$ cat config.mk
export PLATFORM = sky130hd
export DESIGN_NAME = parallel_int_multiplier
export DESIGN_NICKNAME = d
export VERILOG_FILES = /design/src/shared/mult_pkg.sv /design/src/shared/lane_if.sv /design/src/design/lane_mult.sv /design/src/design/parallel_int_multiplier.sv
export SDC_FILE = /design/constraint.sdc
export NUM_CORES = 1
export LEC_CHECK = 0
export ABC_CLOCK_PERIOD_IN_PS = 5730
export BUFFER_PORTS_ARGS = -buffer_cell sky130_fd_sc_hd__buf_2
export CAP_MARGIN = 15
export CORE_MARGIN = 2
export CORE_UTILIZATION = 45
export DETAILED_ROUTE_END_ITERATION = 12
export PLACE_DENSITY = 0.66
export SYNTH_ARGS = -nofsm -noshare
export SYNTH_HDL_FRONTEND = slang
export SYNTH_HIERARCHICAL = 1
export SYNTH_SLANG_ARGS = --single-unit
$ cat constraint.sdc
create_clock -name vclk -period 5.73
set_input_delay 0.573 -clock vclk [all_inputs]
set_output_delay 0.573 -clock vclk [all_outputs]
set_load 0.05 [all_outputs]
$ cat src/shared/mult_pkg.sv
// Package with configuration limits, defaults and reset values for the parallel multiplier.
`default_nettype none
package mult_pkg;
  // ****************************************************************
  // Configuration defaults
  // ****************************************************************
  localparam int          DEF_OP_WIDTH   = 8;
  localparam int          DEF_LANES      = 1;
  localparam int          MIN_LANES      = 1;
  localparam int          MAX_LANES      = 8;
  localparam int          SHARED_CE_MAXW = 4;
  localparam int          PROD_FACTOR    = 2;
  localparam int          MAX_PIPE       = 1;
  localparam bit          SIGNED_SEL     = 1'b0;
  localparam bit          UNSIGNED_SEL   = 1'b1;
  localparam logic [63:0] IN_RESET_VAL   = 64'h0000_0000_0000_0000;
  localparam logic [63:0] PIPE_RESET_VAL = 64'h0000_0000_0000_0000;

  // Number of capture enable bits per operand bus.
  function automatic int ce_count(input int w, input int n);
    ce_count = (w <= SHARED_CE_MAXW) ? (n + 1) / 2 : n;
  endfunction : ce_count
endpackage : mult_pkg
`default_nettype wire

$ cat src/shared/lane_if.sv
// Interface carrying one lane's operands and product between top and lane multiplier.
`default_nettype none
interface lane_if #(parameter int W = 8);
  logic [W-1:0]   a;
  logic [W-1:0]   b;
  logic [2*W-1:0] p;
  modport top  (output a, output b, input p);
  modport lane (input a, input b, output p);
endinterface : lane_if
`default_nettype wire

$ cat src/design/lane_mult.sv
// One multiplication lane with selectable operand signedness.
`default_nettype none
module lane_mult
  import mult_pkg::*;
#(
  parameter int W   = DEF_OP_WIDTH,
  parameter bit UNA = SIGNED_SEL,
  parameter bit UNB = SIGNED_SEL
) (
  lane_if.lane l
);
  // ****************************************************************
  // Product
  // ****************************************************************
  // Each operand gets one extension bit, so a mixed signed by unsigned
  // product is exact in a single signed multiply.
  logic signed [W:0]       a_x;
  logic signed [W:0]       b_x;
  logic signed [2*W+1:0]   full;

  // Extend according to signedness setting.
  assign a_x  = UNA ? {1'b0, l.a} : {l.a[W-1], l.a};
  assign b_x  = UNB ? {1'b0, l.b} : {l.b[W-1], l.b};
  assign full = a_x * b_x;
  // The low 2W bits are the unsigned or two's complement product exactly.
  assign l.p  = full[2*W-1:0];
endmodule : lane_mult
`default_nettype wire

$ cat src/design/parallel_int_multiplier.sv
// Top level of the packed parallel integer multiplier with optional input and pipeline registers.
`default_nettype none
module parallel_int_multiplier
  import mult_pkg::*;
#(
  parameter int W      = DEF_OP_WIDTH,
  parameter int N      = DEF_LANES,
  parameter bit UNA    = SIGNED_SEL,
  parameter bit UNB    = SIGNED_SEL,
  parameter bit IN_REG = 1'b0,
  parameter int PIPE   = 0,
  parameter int NCE    = ce_count(W, N)
) (
  input  wire logic              clk,
  input  wire logic              sys_rst,
  input  wire logic [N*W-1:0]    din_a,
  input  wire logic [N*W-1:0]    din_b,
  input  wire logic [NCE-1:0]    in_a_ce,
  input  wire logic [NCE-1:0]    in_b_ce,
  input  wire logic              in_clr_n,
  input  wire logic              pipe_ce,
  input  wire logic              pipe_clr_n,
  output var  logic [2*N*W-1:0]  dout
);
  // ****************************************************************
  // Configuration checks
  // ****************************************************************
  // Illegal settings stop elaboration rather than building a wrong part.
  // The per-format lane limits are left to the user.
  if (!(W inside {3, 4, 5, 6, 7, 8, 16})) begin : g_bad_w
    $error("Operand width setting is not supported.");
  end
  if (N < MIN_LANES || N > MAX_LANES) begin : g_bad_n
    $error("Lane count setting is out of range.");
  end
  if (PIPE < 0 || PIPE > MAX_PIPE) begin : g_bad_p
    $error("Pipeline stage setting is out of range.");
  end

  // ****************************************************************
  // Input stage
  // ****************************************************************
  logic [N*W-1:0]   a_s;
  logic [N*W-1:0]   b_s;
  logic [2*N*W-1:0] prod;

  if (IN_REG) begin : g_in
    logic [N*W-1:0] a_q;
    logic [N*W-1:0] b_q;
    for (genvar i = 0; i < N; i++) begin : g_lane
      // Small widths pair lanes 2k and 2k+1 on enable bit k.
      localparam int K = (W <= SHARED_CE_MAXW) ? i / 2 : i;
      // Capture A under its enable; clear wins over enable.
      always_ff @(posedge clk or posedge sys_rst) begin
        if (sys_rst) begin
          a_q[i*W +: W] <= IN_RESET_VAL[W-1:0];
        end else if (!in_clr_n) begin
          a_q[i*W +: W] <= IN_RESET_VAL[W-1:0];
        end else if (in_a_ce[K]) begin
          a_q[i*W +: W] <= din_a[i*W +: W];
        end
      end
      // Capture B under its enable.
      always_ff @(posedge clk or posedge sys_rst) begin
        if (sys_rst) begin
          b_q[i*W +: W] <= IN_RESET_VAL[W-1:0];
        end else if (!in_clr_n) begin
          b_q[i*W +: W] <= IN_RESET_VAL[W-1:0];
        end else if (in_b_ce[K]) begin
          b_q[i*W +: W] <= din_b[i*W +: W];
        end
      end
    end
    assign a_s = a_q;
    assign b_s = b_q;
  end else begin : g_no_in
    // Enables and clear are simply unused here.
    assign a_s = din_a;
    assign b_s = din_b;
  end

  // ****************************************************************
  // Lane multipliers
  // ****************************************************************
  for (genvar i = 0; i < N; i++) begin : g_mul
    lane_if #(.W(W)) lif ();
    // Slice lane operands and place the product.
    assign lif.a = a_s[i*W +: W];
    assign lif.b = b_s[i*W +: W];
    assign prod[i*2*W +: 2*W] = lif.p;
    lane_mult #(
      .W   (W),
      .UNA (UNA),
      .UNB (UNB)
    ) u_lane (
      .l (lif.lane)
    );
  end

  // ****************************************************************
  // Pipeline stage and output
  // ****************************************************************
  if (PIPE > 0) begin : g_pipe
    // One shared register for all lanes, advanced by the pipeline enable.
    always_ff @(posedge clk or posedge sys_rst) begin
      if (sys_rst) begin
        dout <= PIPE_RESET_VAL[2*N*W-1:0];
      end else if (!pipe_clr_n) begin
        dout <= PIPE_RESET_VAL[2*N*W-1:0];
      end else if (pipe_ce) begin
        dout <= prod;
      end
    end
  end else begin : g_no_pipe
    // Without a pipeline the output is the product itself; with no input
    // stage either, the path is purely combinational and ignores all
    // enables and clears.
    always_comb begin
      dout = prod;
    end
  end
endmodule : parallel_int_multiplier
`default_nettype wire

## Word-level counts from Yosys, hierarchy flattened

Index checks and enable logic that the tools add are counted.

- Multipliers: 1

Operators with widths:

| cell | count |
|---|---|
| multiplier 8 x 8 -> 16 bit | 1 |

- Register bits after elaboration: 0

## Longest topological paths before layout

Gate-level depths: netlist (run 1).

- Word-level depth: 1
- Mapped depth: 17

## Least setup slack after synthesis (run 1)

Ideal clock, no wire load.

- Kind: input -> output
- Start point: in din_b[4]
- End point: out dout[14]
- Data arrival time: 4.711 ns
- Stages: 15
- Path slack: 0.446 ns
- Required time: 5.157 ns
- Cell sequence: and2_1 > fa_1 > inv_1 > fa_1 > inv_1 > fa_1 > inv_1 > fa_1 > inv_1 > ha_1 > o21a_1 > o31a_1 > nor4b_2 > o21ai_1 > xor2_1

- Longest elaborated chain between the ends: 1

RTL lines:

| item | RTL line | text |
|---|---|---|
| start, declared | parallel_int_multiplier.sv:17 | `input wire logic [N*W-1:0] din_b,` |
| multiplier 8 x 8 -> 16 bit | lane_mult.sv:24 | `assign full = a_x * b_x;` |
| end, declared | parallel_int_multiplier.sv:23 | `output var logic [2*N*W-1:0] dout` |

Every way passes these cells.

## Final worst setup path (run 1)

- Start point: in din_b[4]
- End point: out dout[11]

The elaborated chain is that of the path after synthesis.

==> reports/qor.txt, run 1 <==
DR vias: 1934
WP depth: 17
Post-DRT Antenna Nets: 0
Cell Area, Synth: 0.00254 mm²
CP top delay family: adder cells
fraction of layout cells with a size suffix above 1: 0.114
Worst-Margin Slew: 0.344 ns
Worst Hold Depth: 3
Synthesized Nets: 399
core area: 0.00547 mm²
# fillers: 565
area leader, netlist: fa_1
outcome: complete, no violations
Synth top area share: 0.433
antenna cell count: 0
Routability Congestion: 0.788
Max Cap Viol: 0
Iteration-0 DRC Markers: 32
Startpoint Class: input port
final instance area: 0.00279 mm²
Post-DP Area: 0.00279 mm²
Die Width: 79.1 µm
Non-Filler Instances: 396
Min-Delay Path Class: in2out
CP startpoint: din_b[4]
placed instance count: 396
vias per cell: 4.88
Setup-failing EPs final: 0
DRT Pass-1 Iters: 4
WP data arrival: 4.82 ns
crit-path cells: buf_2, and2_1, fa_1, inv_1, fa_1, inv_1, fa_1, inv_1, fa_1, inv_1, ha_1, a21o_1, a21oi_2, a21boi_1, or4_1, nand3_1, buf_2
# resized after CTS: 0
first-pass GRT wire length: 8580 µm
RSZ-0062 raised after global routing: false
Final Slew Violations: 0
Initial Util: 0.464
Finished Core Util: 0.510
hold buffers post-CTS: 0
port bufs: 32
Netlist cell types: 26
Storage cell area: 0 µm²
critical path type: in2out
final hold violations: 0
Die ar.: 0.00626 mm²
critical path endpoint category: output pin
slowest stage delay, CP: 0.54 ns
normalized max-slew margin: 0.768
Max FO, Critical Path: 8
GRT Util Overall: 0.168
sequential share of the synthesized area: 0
final period utilization: 0.942
CP bufs+invs: 6
Syn Inst Count: 292
FP Rows: 27
drt wl/cell: 11.8 µm
Post-DP HPWL: 4120 µm
Die Ht: 79.1 µm
Layout area overhead: 9.85%
Post-Route Setup TNS: 0 ns
syn avg cell area: 8.70 µm²
largest net degree at the start of global routing: 10
most frequent cell after synthesis: inv_1
global route overflow: 0
synth top area cells: fa_1 43%, ha_1 14%, inv_1 13%, and2_1 11%, xnor2_1 3.8%
Tmin final: 5.40 ns
FFs & Latches: 0
Routed WL: 4660 µm
initial antenna violation count: 0
worst setup path end: dout[11]
vias in the first global route: 2033
# nets final: 433
# DRC: 0
Post-CTS Setup Inserts: 0
Max Fclk: 185 MHz
# IOs: 39
clkbuf count: 0
critical path's slowest cell: fa_1
Worst EP required: 5.16 ns
synth warn: 6
most frequent cells after synthesis: 88 x inv_1, 55 x fa_1, 43 x and2_1, 29 x ha_1, 15 x nand2_1
cell families (layout without fill, tap and decap cells):
| logic type | after synthesis | in the layout | synth area share |
|---|---|---|---|
| xor gates and xnor gates | 14 | 14 | 0.0483 |
| AOI/OAI and AO/OA | 21 | 21 | 0.0561 |
| muxes | 1 | 1 | 0.00443 |
| buffers and inverters | 88 | 120 | 0.130 |
| adders and majority gates | 84 | 84 | 0.576 |
| and+or+nand+nor | 84 | 84 | 0.185 |
worst min-delay path by stage:
| stage | startpoint | to | slack, ns |
|---|---|---|---|
| after global placement | din_a[0] | dout[0] | 1.62 |
| after global routing | din_a[0] | dout[0] | 1.65 |
| after floorplan | din_a[0] | dout[0] | 1.43 |
| after detailed placement | din_a[0] | dout[0] | 1.62 |
| after CTS | din_a[0] | dout[0] | 1.62 |
| final | din_a[0] | dout[0] | 1.62 |
layer usage:
metal  global-route usage  share of wire
met1                0.203           0.40
met2                0.339           0.56
met3              0.00227          0.028
met4               0.0190          0.012
met5                    0              0
metrics by stage:
step                hold WS [ns]  worst slack, ns
global placement            1.62            0.391
detailed placement          1.62            0.327
global route                1.65            0.120
finish                      1.62            0.335
CTS                         1.62            0.313
floorplan                   1.43            0.446
cell type report:
type / instances / area [µm²] / share of cell area
Timing Repair Buffer: 32 / 160 / 0.0574
Multi-Input combinational cell: 204 / 2210 / 0.792
Inverter: 88 / 330 / 0.118
Tap cell: 72 / 90.1 / 0.0323
placed cells by master, fill, tap and decap left out:
cell and count:
a21boi_1 1, a21o_1 2, a21oi_1 7, a21oi_2 2, and2_1 43, buf_2 32
fa_1 55, ha_1 29, inv_1 88, mux2_2 1, nand2_1 15, nand2b_1 1
nand3_1 2, nand4_1 2, nor2_1 9, nor2b_1 8, nor3_1 2, nor4b_2 1
o211ai_1 1, o21a_1 2, o21ai_0 3, o21ai_1 1, o31a_1 1, o41ai_2 1
or4_1 1, xnor2_1 11, xor2_1 3
Power of run 1 is not shown: default switching activity piles up to over one toggle a cycle in this logic, so the estimate is an artifact.
==> inputs of run 2 (changes only) <==
--- a/config.mk
+++ b/config.mk
@@ -5,13 +5,14 @@
 export SDC_FILE = /design/constraint.sdc
 export NUM_CORES = 1
 export LEC_CHECK = 0
-export ABC_CLOCK_PERIOD_IN_PS = 5730
-export BUFFER_PORTS_ARGS = -buffer_cell sky130_fd_sc_hd__buf_2
+export ABC_CLOCK_PERIOD_IN_PS = 4510
 export CAP_MARGIN = 15
+export CORE_ASPECT_RATIO = 1.75
 export CORE_MARGIN = 2
 export CORE_UTILIZATION = 45
 export DETAILED_ROUTE_END_ITERATION = 12
-export PLACE_DENSITY = 0.66
+export DONT_BUFFER_PORTS = 1
+export PLACE_DENSITY = 0.62
 export SYNTH_ARGS = -nofsm -noshare
 export SYNTH_HDL_FRONTEND = slang
 export SYNTH_HIERARCHICAL = 1
==> constraint.sdc (replaced) <==
create_clock -name vclk -period 4.51
set_input_delay 0.451 -clock vclk [all_inputs]
set_output_delay 0.451 -clock vclk [all_outputs]
set_load 0.05 [all_outputs]
==> reports/qor.txt, run 2 (same netlist as run 1, synthesis figures left out) <==
outcome: finished with violations (was complete, no violations)
failing checks: negative setup slack
Tmin final: 4.61 ns
Routed WL: 5040 µm (was 4660 µm)
Startpoint Class: input port (unchanged)
core area: 0.00550 mm² (was 0.00547 mm²)
Post-DP Area: 0.00305 mm² (was 0.00279 mm²)
normalized max-slew margin: 0.664 (was 0.768)
final period utilization: 1.02
RSZ-0062 raised after global routing: true (was false)
Die ar.: 0.00629 mm² (was 0.00626 mm²)
Min-Delay Path Class: in2out (unchanged)
final worst slack: -0.0989 ns (was 0.335 ns)
Storage cell area: 0 µm² (unchanged)
Post-DP HPWL: 4520 µm (was 4120 µm)
Max Fclk: 217 MHz
fraction of layout cells with a size suffix above 1: 0.176 (was 0.114)
largest net degree at the start of global routing: 10 (unchanged)
final hold violations: 0 (unchanged)
vias per cell: 4.79 (was 4.88)
Max FO, Critical Path: 8 (unchanged)
port bufs: 0 (was 32)
WHS Endpoint: dout[0] (unchanged)
GRT Util Overall: 0.189 (was 0.168)
Non-Filler Instances: 394 (was 396)
DR vias: 1888 (was 1934)
DRT Pass-1 Iters: 4 (unchanged)
critical path type: in2out (unchanged)
crit-path cells: and2_4, fa_1, inv_1, fa_1, inv_2, fa_1, inv_1, fa_1, inv_2, ha_4, a21o_1, a21oi_2, a21oi_2, o41ai_4, xnor2_2, buf_12 (was buf_2, and2_1, fa_1, inv_1, fa_1, inv_1, fa_1, inv_1, fa_1, inv_1, ha_1, a21o_1, a21oi_2, a21boi_1, or4_1, nand3_1, buf_2)
Worst-Margin Slew: 0.504 ns (was 0.344 ns)
commonest cells after routing, fill and taps aside: 84 x inv_1, 54 x fa_1, 41 x and2_1 (was 88 x inv_1, 55 x fa_1, 43 x and2_1)
WP data arrival: 4.16 ns (was 4.82 ns)
Worst EP required: 4.06 ns (was 5.16 ns)
# nets final: 427 (was 433)
Layout area overhead: 21.8% (was 9.85%)
Setup-failing EPs final: 5 (was 0)
CP dominant cell by count: fa_1
Worst Hold Depth: 1 (was 3)
slowest stage delay, CP: 0.52 ns (was 0.54 ns)
antenna cell count: 0 (unchanged)
critical path's slowest cell: fa_1 (unchanged)
clkbuf count: 0 (unchanged)
# fillers: 536 (was 565)
# DRC: 0 (unchanged)
Iteration-0 DRC Markers: 27 (was 32)
FFs & Latches: 0 (unchanged)
final instance area: 0.00309 mm² (was 0.00279 mm²)
HP Start: din_a[0] (unchanged)
Initial Util: 0.462 (was 0.464)
Routability Congestion: 0.837 (was 0.788)
Die Ht: 103 µm (was 79.1 µm)
vias in the first global route: 2131 (was 2033)
most common cell after layout, fill and taps aside: inv_1 (unchanged)
global route overflow: 0 (unchanged)
# IOs: 39 (unchanged)
initial antenna violation count: 0 (unchanged)
Finished Core Util: 0.563 (was 0.510)
Die Width: 60.8 µm (was 79.1 µm)
Max Cap Viol: 0 (unchanged)
placed instance count: 393 (was 396)
FP Rows: 36 (was 27)
Post-DRT Antenna Nets: 0 (unchanged)
drt wl/cell: 12.8 µm (was 11.8 µm)
first-pass GRT wire length: 9150 µm (was 8580 µm)
Final Slew Violations: 0 (unchanged)
critical path endpoint category: output pin (unchanged)
[run 2: cell types whose count changed in the layout (fill, tap and decap cells not counted), sizes merged]
cell	change
buf	-6
[run 2: final cells by class]
class,count,area (µm²),share of cell area
Timing Repair Buffer,26,270,0.0873
Tap cell,76,95.1,0.0307
Multi-Input combinational cell,204,2400,0.775
Inverter,88,330,0.107
[run 2: critical path, delay by kind of cell]
kind,cells,cell delay (ns)
buf+inv,5,0.36
compound gates,4,0.79
xor+xnor,1,0.18
fa+ha+maj,5,2.23
simple gates,1,0.14
[run 2: how the worst max path moves through the flow]
stage                     startpoint        to  slack [ns]  depth (start not counted)
after global placement      din_b[2]  dout[15]       -0.14                         16
after floorplan             din_b[2]  dout[14]       -0.04                         15
final                       din_b[2]  dout[15]        -0.1                         16
after CTS                   din_b[2]  dout[15]       -0.09                         16
after detailed placement    din_b[2]  dout[15]       -0.14                         16
after global routing        din_b[2]  dout[15]       -0.26                         16
[run 2: stage by stage]
stage          setup WS, ns  hold WS [ns]  setup TNS [ns]
6_report            -0.0989          1.19          -0.317
3_3_place_gp         -0.140          1.19          -0.466
5_1_grt              -0.256          1.19           -1.28
3_5_place_dp         -0.144          1.19          -0.459
2_1_floorplan       -0.0437          1.19         -0.0483
4_1_cts             -0.0869          1.19          -0.213
[run 2: per-layer routing]
metal	up-vias	track usage	wire [µm]
li1	913	-	-
met1	955	0.193	1670
met2	18	0.414	3280
met3	2	0.00622	60
met4	0	0.00669	25
met5	-	0	0
[run 2: repair_timing]
action | CTS | global route
endpoints found under the hold margin | 0 | 0
gates cloned | 0 | 0
pin swaps | 8 | 5
resized for setup | 4 | 5
endpoints found under the setup margin | 6 | 7
hold buffers | 0 | 0
setup buffers | 1 | 0
Power of run 2 is left out for the same reason.
==> inputs of run 3 (changes only) <==
--- a/config.mk
+++ b/config.mk
@@ -9,10 +9,10 @@
 export CAP_MARGIN = 15
 export CORE_ASPECT_RATIO = 1.75
 export CORE_MARGIN = 2
-export CORE_UTILIZATION = 45
+export CORE_UTILIZATION = 38
 export DETAILED_ROUTE_END_ITERATION = 12
 export DONT_BUFFER_PORTS = 1
-export PLACE_DENSITY = 0.62
+export PLACE_DENSITY = 0.54
 export SYNTH_ARGS = -nofsm -noshare
 export SYNTH_HDL_FRONTEND = slang
 export SYNTH_HIERARCHICAL = 1
==> reports/qor.txt, run 3 (same netlist as run 1, synthesis figures left out) <==
outcome: finished with violations (unchanged)
failing checks: negative setup slack (unchanged)
Iteration-0 DRC Markers: 36 (was 27)
Layout area overhead: 24.3% (was 21.8%)
global route overflow: 0 (unchanged)
Post-DP Area: 0.00306 mm² (was 0.00305 mm²)
Max Cap Viol: 0 (unchanged)
hold buffers post-CTS: 0 (unchanged)
fraction of layout cells with a size suffix above 1: 0.207 (was 0.176)
final worst slack: -0.112 ns (was -0.0989 ns)
initial antenna violation count: 0 (unchanged)
FFs & Latches: 0 (unchanged)
Routed WL: 5290 µm (was 5040 µm)
Startpoint Class: input port (unchanged)
crit-path cells: and2_4, fa_1, inv_2, fa_1, inv_2, fa_1, inv_1, fa_1, inv_2, ha_4, a21o_1, a21oi_4, a21oi_2, o41ai_4, xnor2_2, buf_12 (was and2_4, fa_1, inv_1, fa_1, inv_2, fa_1, inv_1, fa_1, inv_2, ha_4, a21o_1, a21oi_2, a21oi_2, o41ai_4, xnor2_2, buf_12)
Die ar.: 0.00738 mm² (was 0.00629 mm²)
final hold slack: 1.19 ns (about the same)
most common cell after layout, fill and taps aside: inv_1 (unchanged)
critical path type: in2out (unchanged)
Worst-Margin Slew: 0.496 ns (was 0.504 ns)
# nets final: 428 (was 427)
antenna cell count: 0 (unchanged)
Post-DP HPWL: 4730 µm (was 4520 µm)
FP Rows: 39 (was 36)
Post-Route Setup TNS: -0.335 ns (was -0.317 ns)
# DRC: 0 (unchanged)
multi-input logic area: 0.00244 mm² (was 0.00240 mm²)
Die Width: 65.8 µm (was 60.8 µm)
vias in the first global route: 2194 (was 2131)
critical path endpoint category: output pin (unchanged)
Tmin final: 4.62 ns (was 4.61 ns)
first-pass GRT wire length: 9560 µm (was 9150 µm)
Worst EP required: 4.06 ns (about the same)
Max Fclk: 216 MHz (was 217 MHz)
pre-CTS setup slack: -0.176 ns (was -0.144 ns)
clkbuf count: 0 (unchanged)
# IOs: 39 (unchanged)
Setup-failing EPs final: 4 (was 5)
slowest stage delay, CP: 0.54 ns (was 0.52 ns)
GRT Util Overall: 0.163 (was 0.189)
vias per cell: 4.79 (about the same)
Post-DRT Antenna Nets: 0 (unchanged)
RSZ-0062 raised after global routing: true (unchanged)
WP data arrival: 4.17 ns (was 4.16 ns)
DRT Pass-1 Iters: 4 (unchanged)
port bufs: 0 (unchanged)
HP Start: din_a[0] (unchanged)
final hold violations: 0 (unchanged)
WHS Endpoint: dout[0] (unchanged)
Initial Util: 0.392 (was 0.462)
normalized max-slew margin: 0.669 (was 0.664)
core area: 0.00649 mm² (was 0.00550 mm²)
Die Ht: 112 µm (was 103 µm)
final instance area: 0.00316 mm² (was 0.00309 mm²)
Routability Congestion: 0.770 (was 0.837)
commonest cells after routing, fill and taps aside: 83 x inv_1, 53 x fa_1, 40 x and2_1 (was 84 x inv_1, 54 x fa_1, 41 x and2_1)
CP startpoint: din_b[4] (was din_b[2])
Storage cell area: 0 µm² (unchanged)
Final Slew Violations: 0 (unchanged)
DR vias: 1922 (was 1888)
CP dominant cell by count: fa_1 (unchanged)
critical path's slowest cell: fa_1 (unchanged)
Worst Hold Depth: 1 (unchanged)
# fillers: 656 (was 536)
drt wl/cell: 13.2 µm (was 12.8 µm)
final period utilization: 1.02 (about the same)
Min-Delay Path Class: in2out (unchanged)
Max FO, Critical Path: 8 (unchanged)
largest net degree at the start of global routing: 10 (unchanged)
[run 3: worst max-delay path, delay by kind of cell]
| kind | cells | cell delay [ns] |
|---|---|---|
| xor gates and xnor gates | 1 | 0.17 |
| AOI/OAI and AO/OA | 4 | 0.81 |
| buffers and inverters | 5 | 0.33 |
| adders and majority gates | 5 | 2.25 |
| and+or+nand+nor | 1 | 0.14 |
[run 3: final cells by class]
cell class                      instances  area share
Inverter                               88       0.105
Tap cell                               82      0.0325
Timing Repair Buffer                   27      0.0891
Multi-Input combinational cell        204       0.774
[run 3: layer usage]
| metal | routed length, µm | up-vias | part of all wire | track usage |
|---|---|---|---|---|
| met1 | 1730 | 998 | 0.33 | 0.163 |
| met2 | 3520 | 13 | 0.66 | 0.362 |
| met4 | 0 | 0 | 0 | 0 |
| met3 | 52 | 0 | 0.0098 | 0.00601 |
| li1 | - | 911 | - | - |
| met5 | 0 | - | 0 | 0 |
[run 3: worst max path at each step]
stage	end	cells after the start
after global routing	dout[14]	17
after global placement	dout[15]	16
after detailed placement	dout[14]	16
after floorplan	dout[14]	15
final	dout[15]	16
after CTS	dout[14]	16
[run 3: timing repair]
| item | CTS | global route |
|---|---|---|
| setup buffers | 0 | 2 |
| pin swaps | 10 | 20 |
| endpoints found under the hold margin | 0 | 0 |
| gates cloned | 0 | 0 |
| endpoints found under the setup margin | 6 | 7 |
| gates resized for setup | 7 | 16 |
[run 3: metrics by stage]
stage                     utilization  std cells
after floorplan                     -        292
after detailed placement        0.471        399
after CTS                       0.475        399
final                           0.487        401
after global routing            0.487        401
after global placement          0.471        399
Power of run 3 is left out for the same reason.
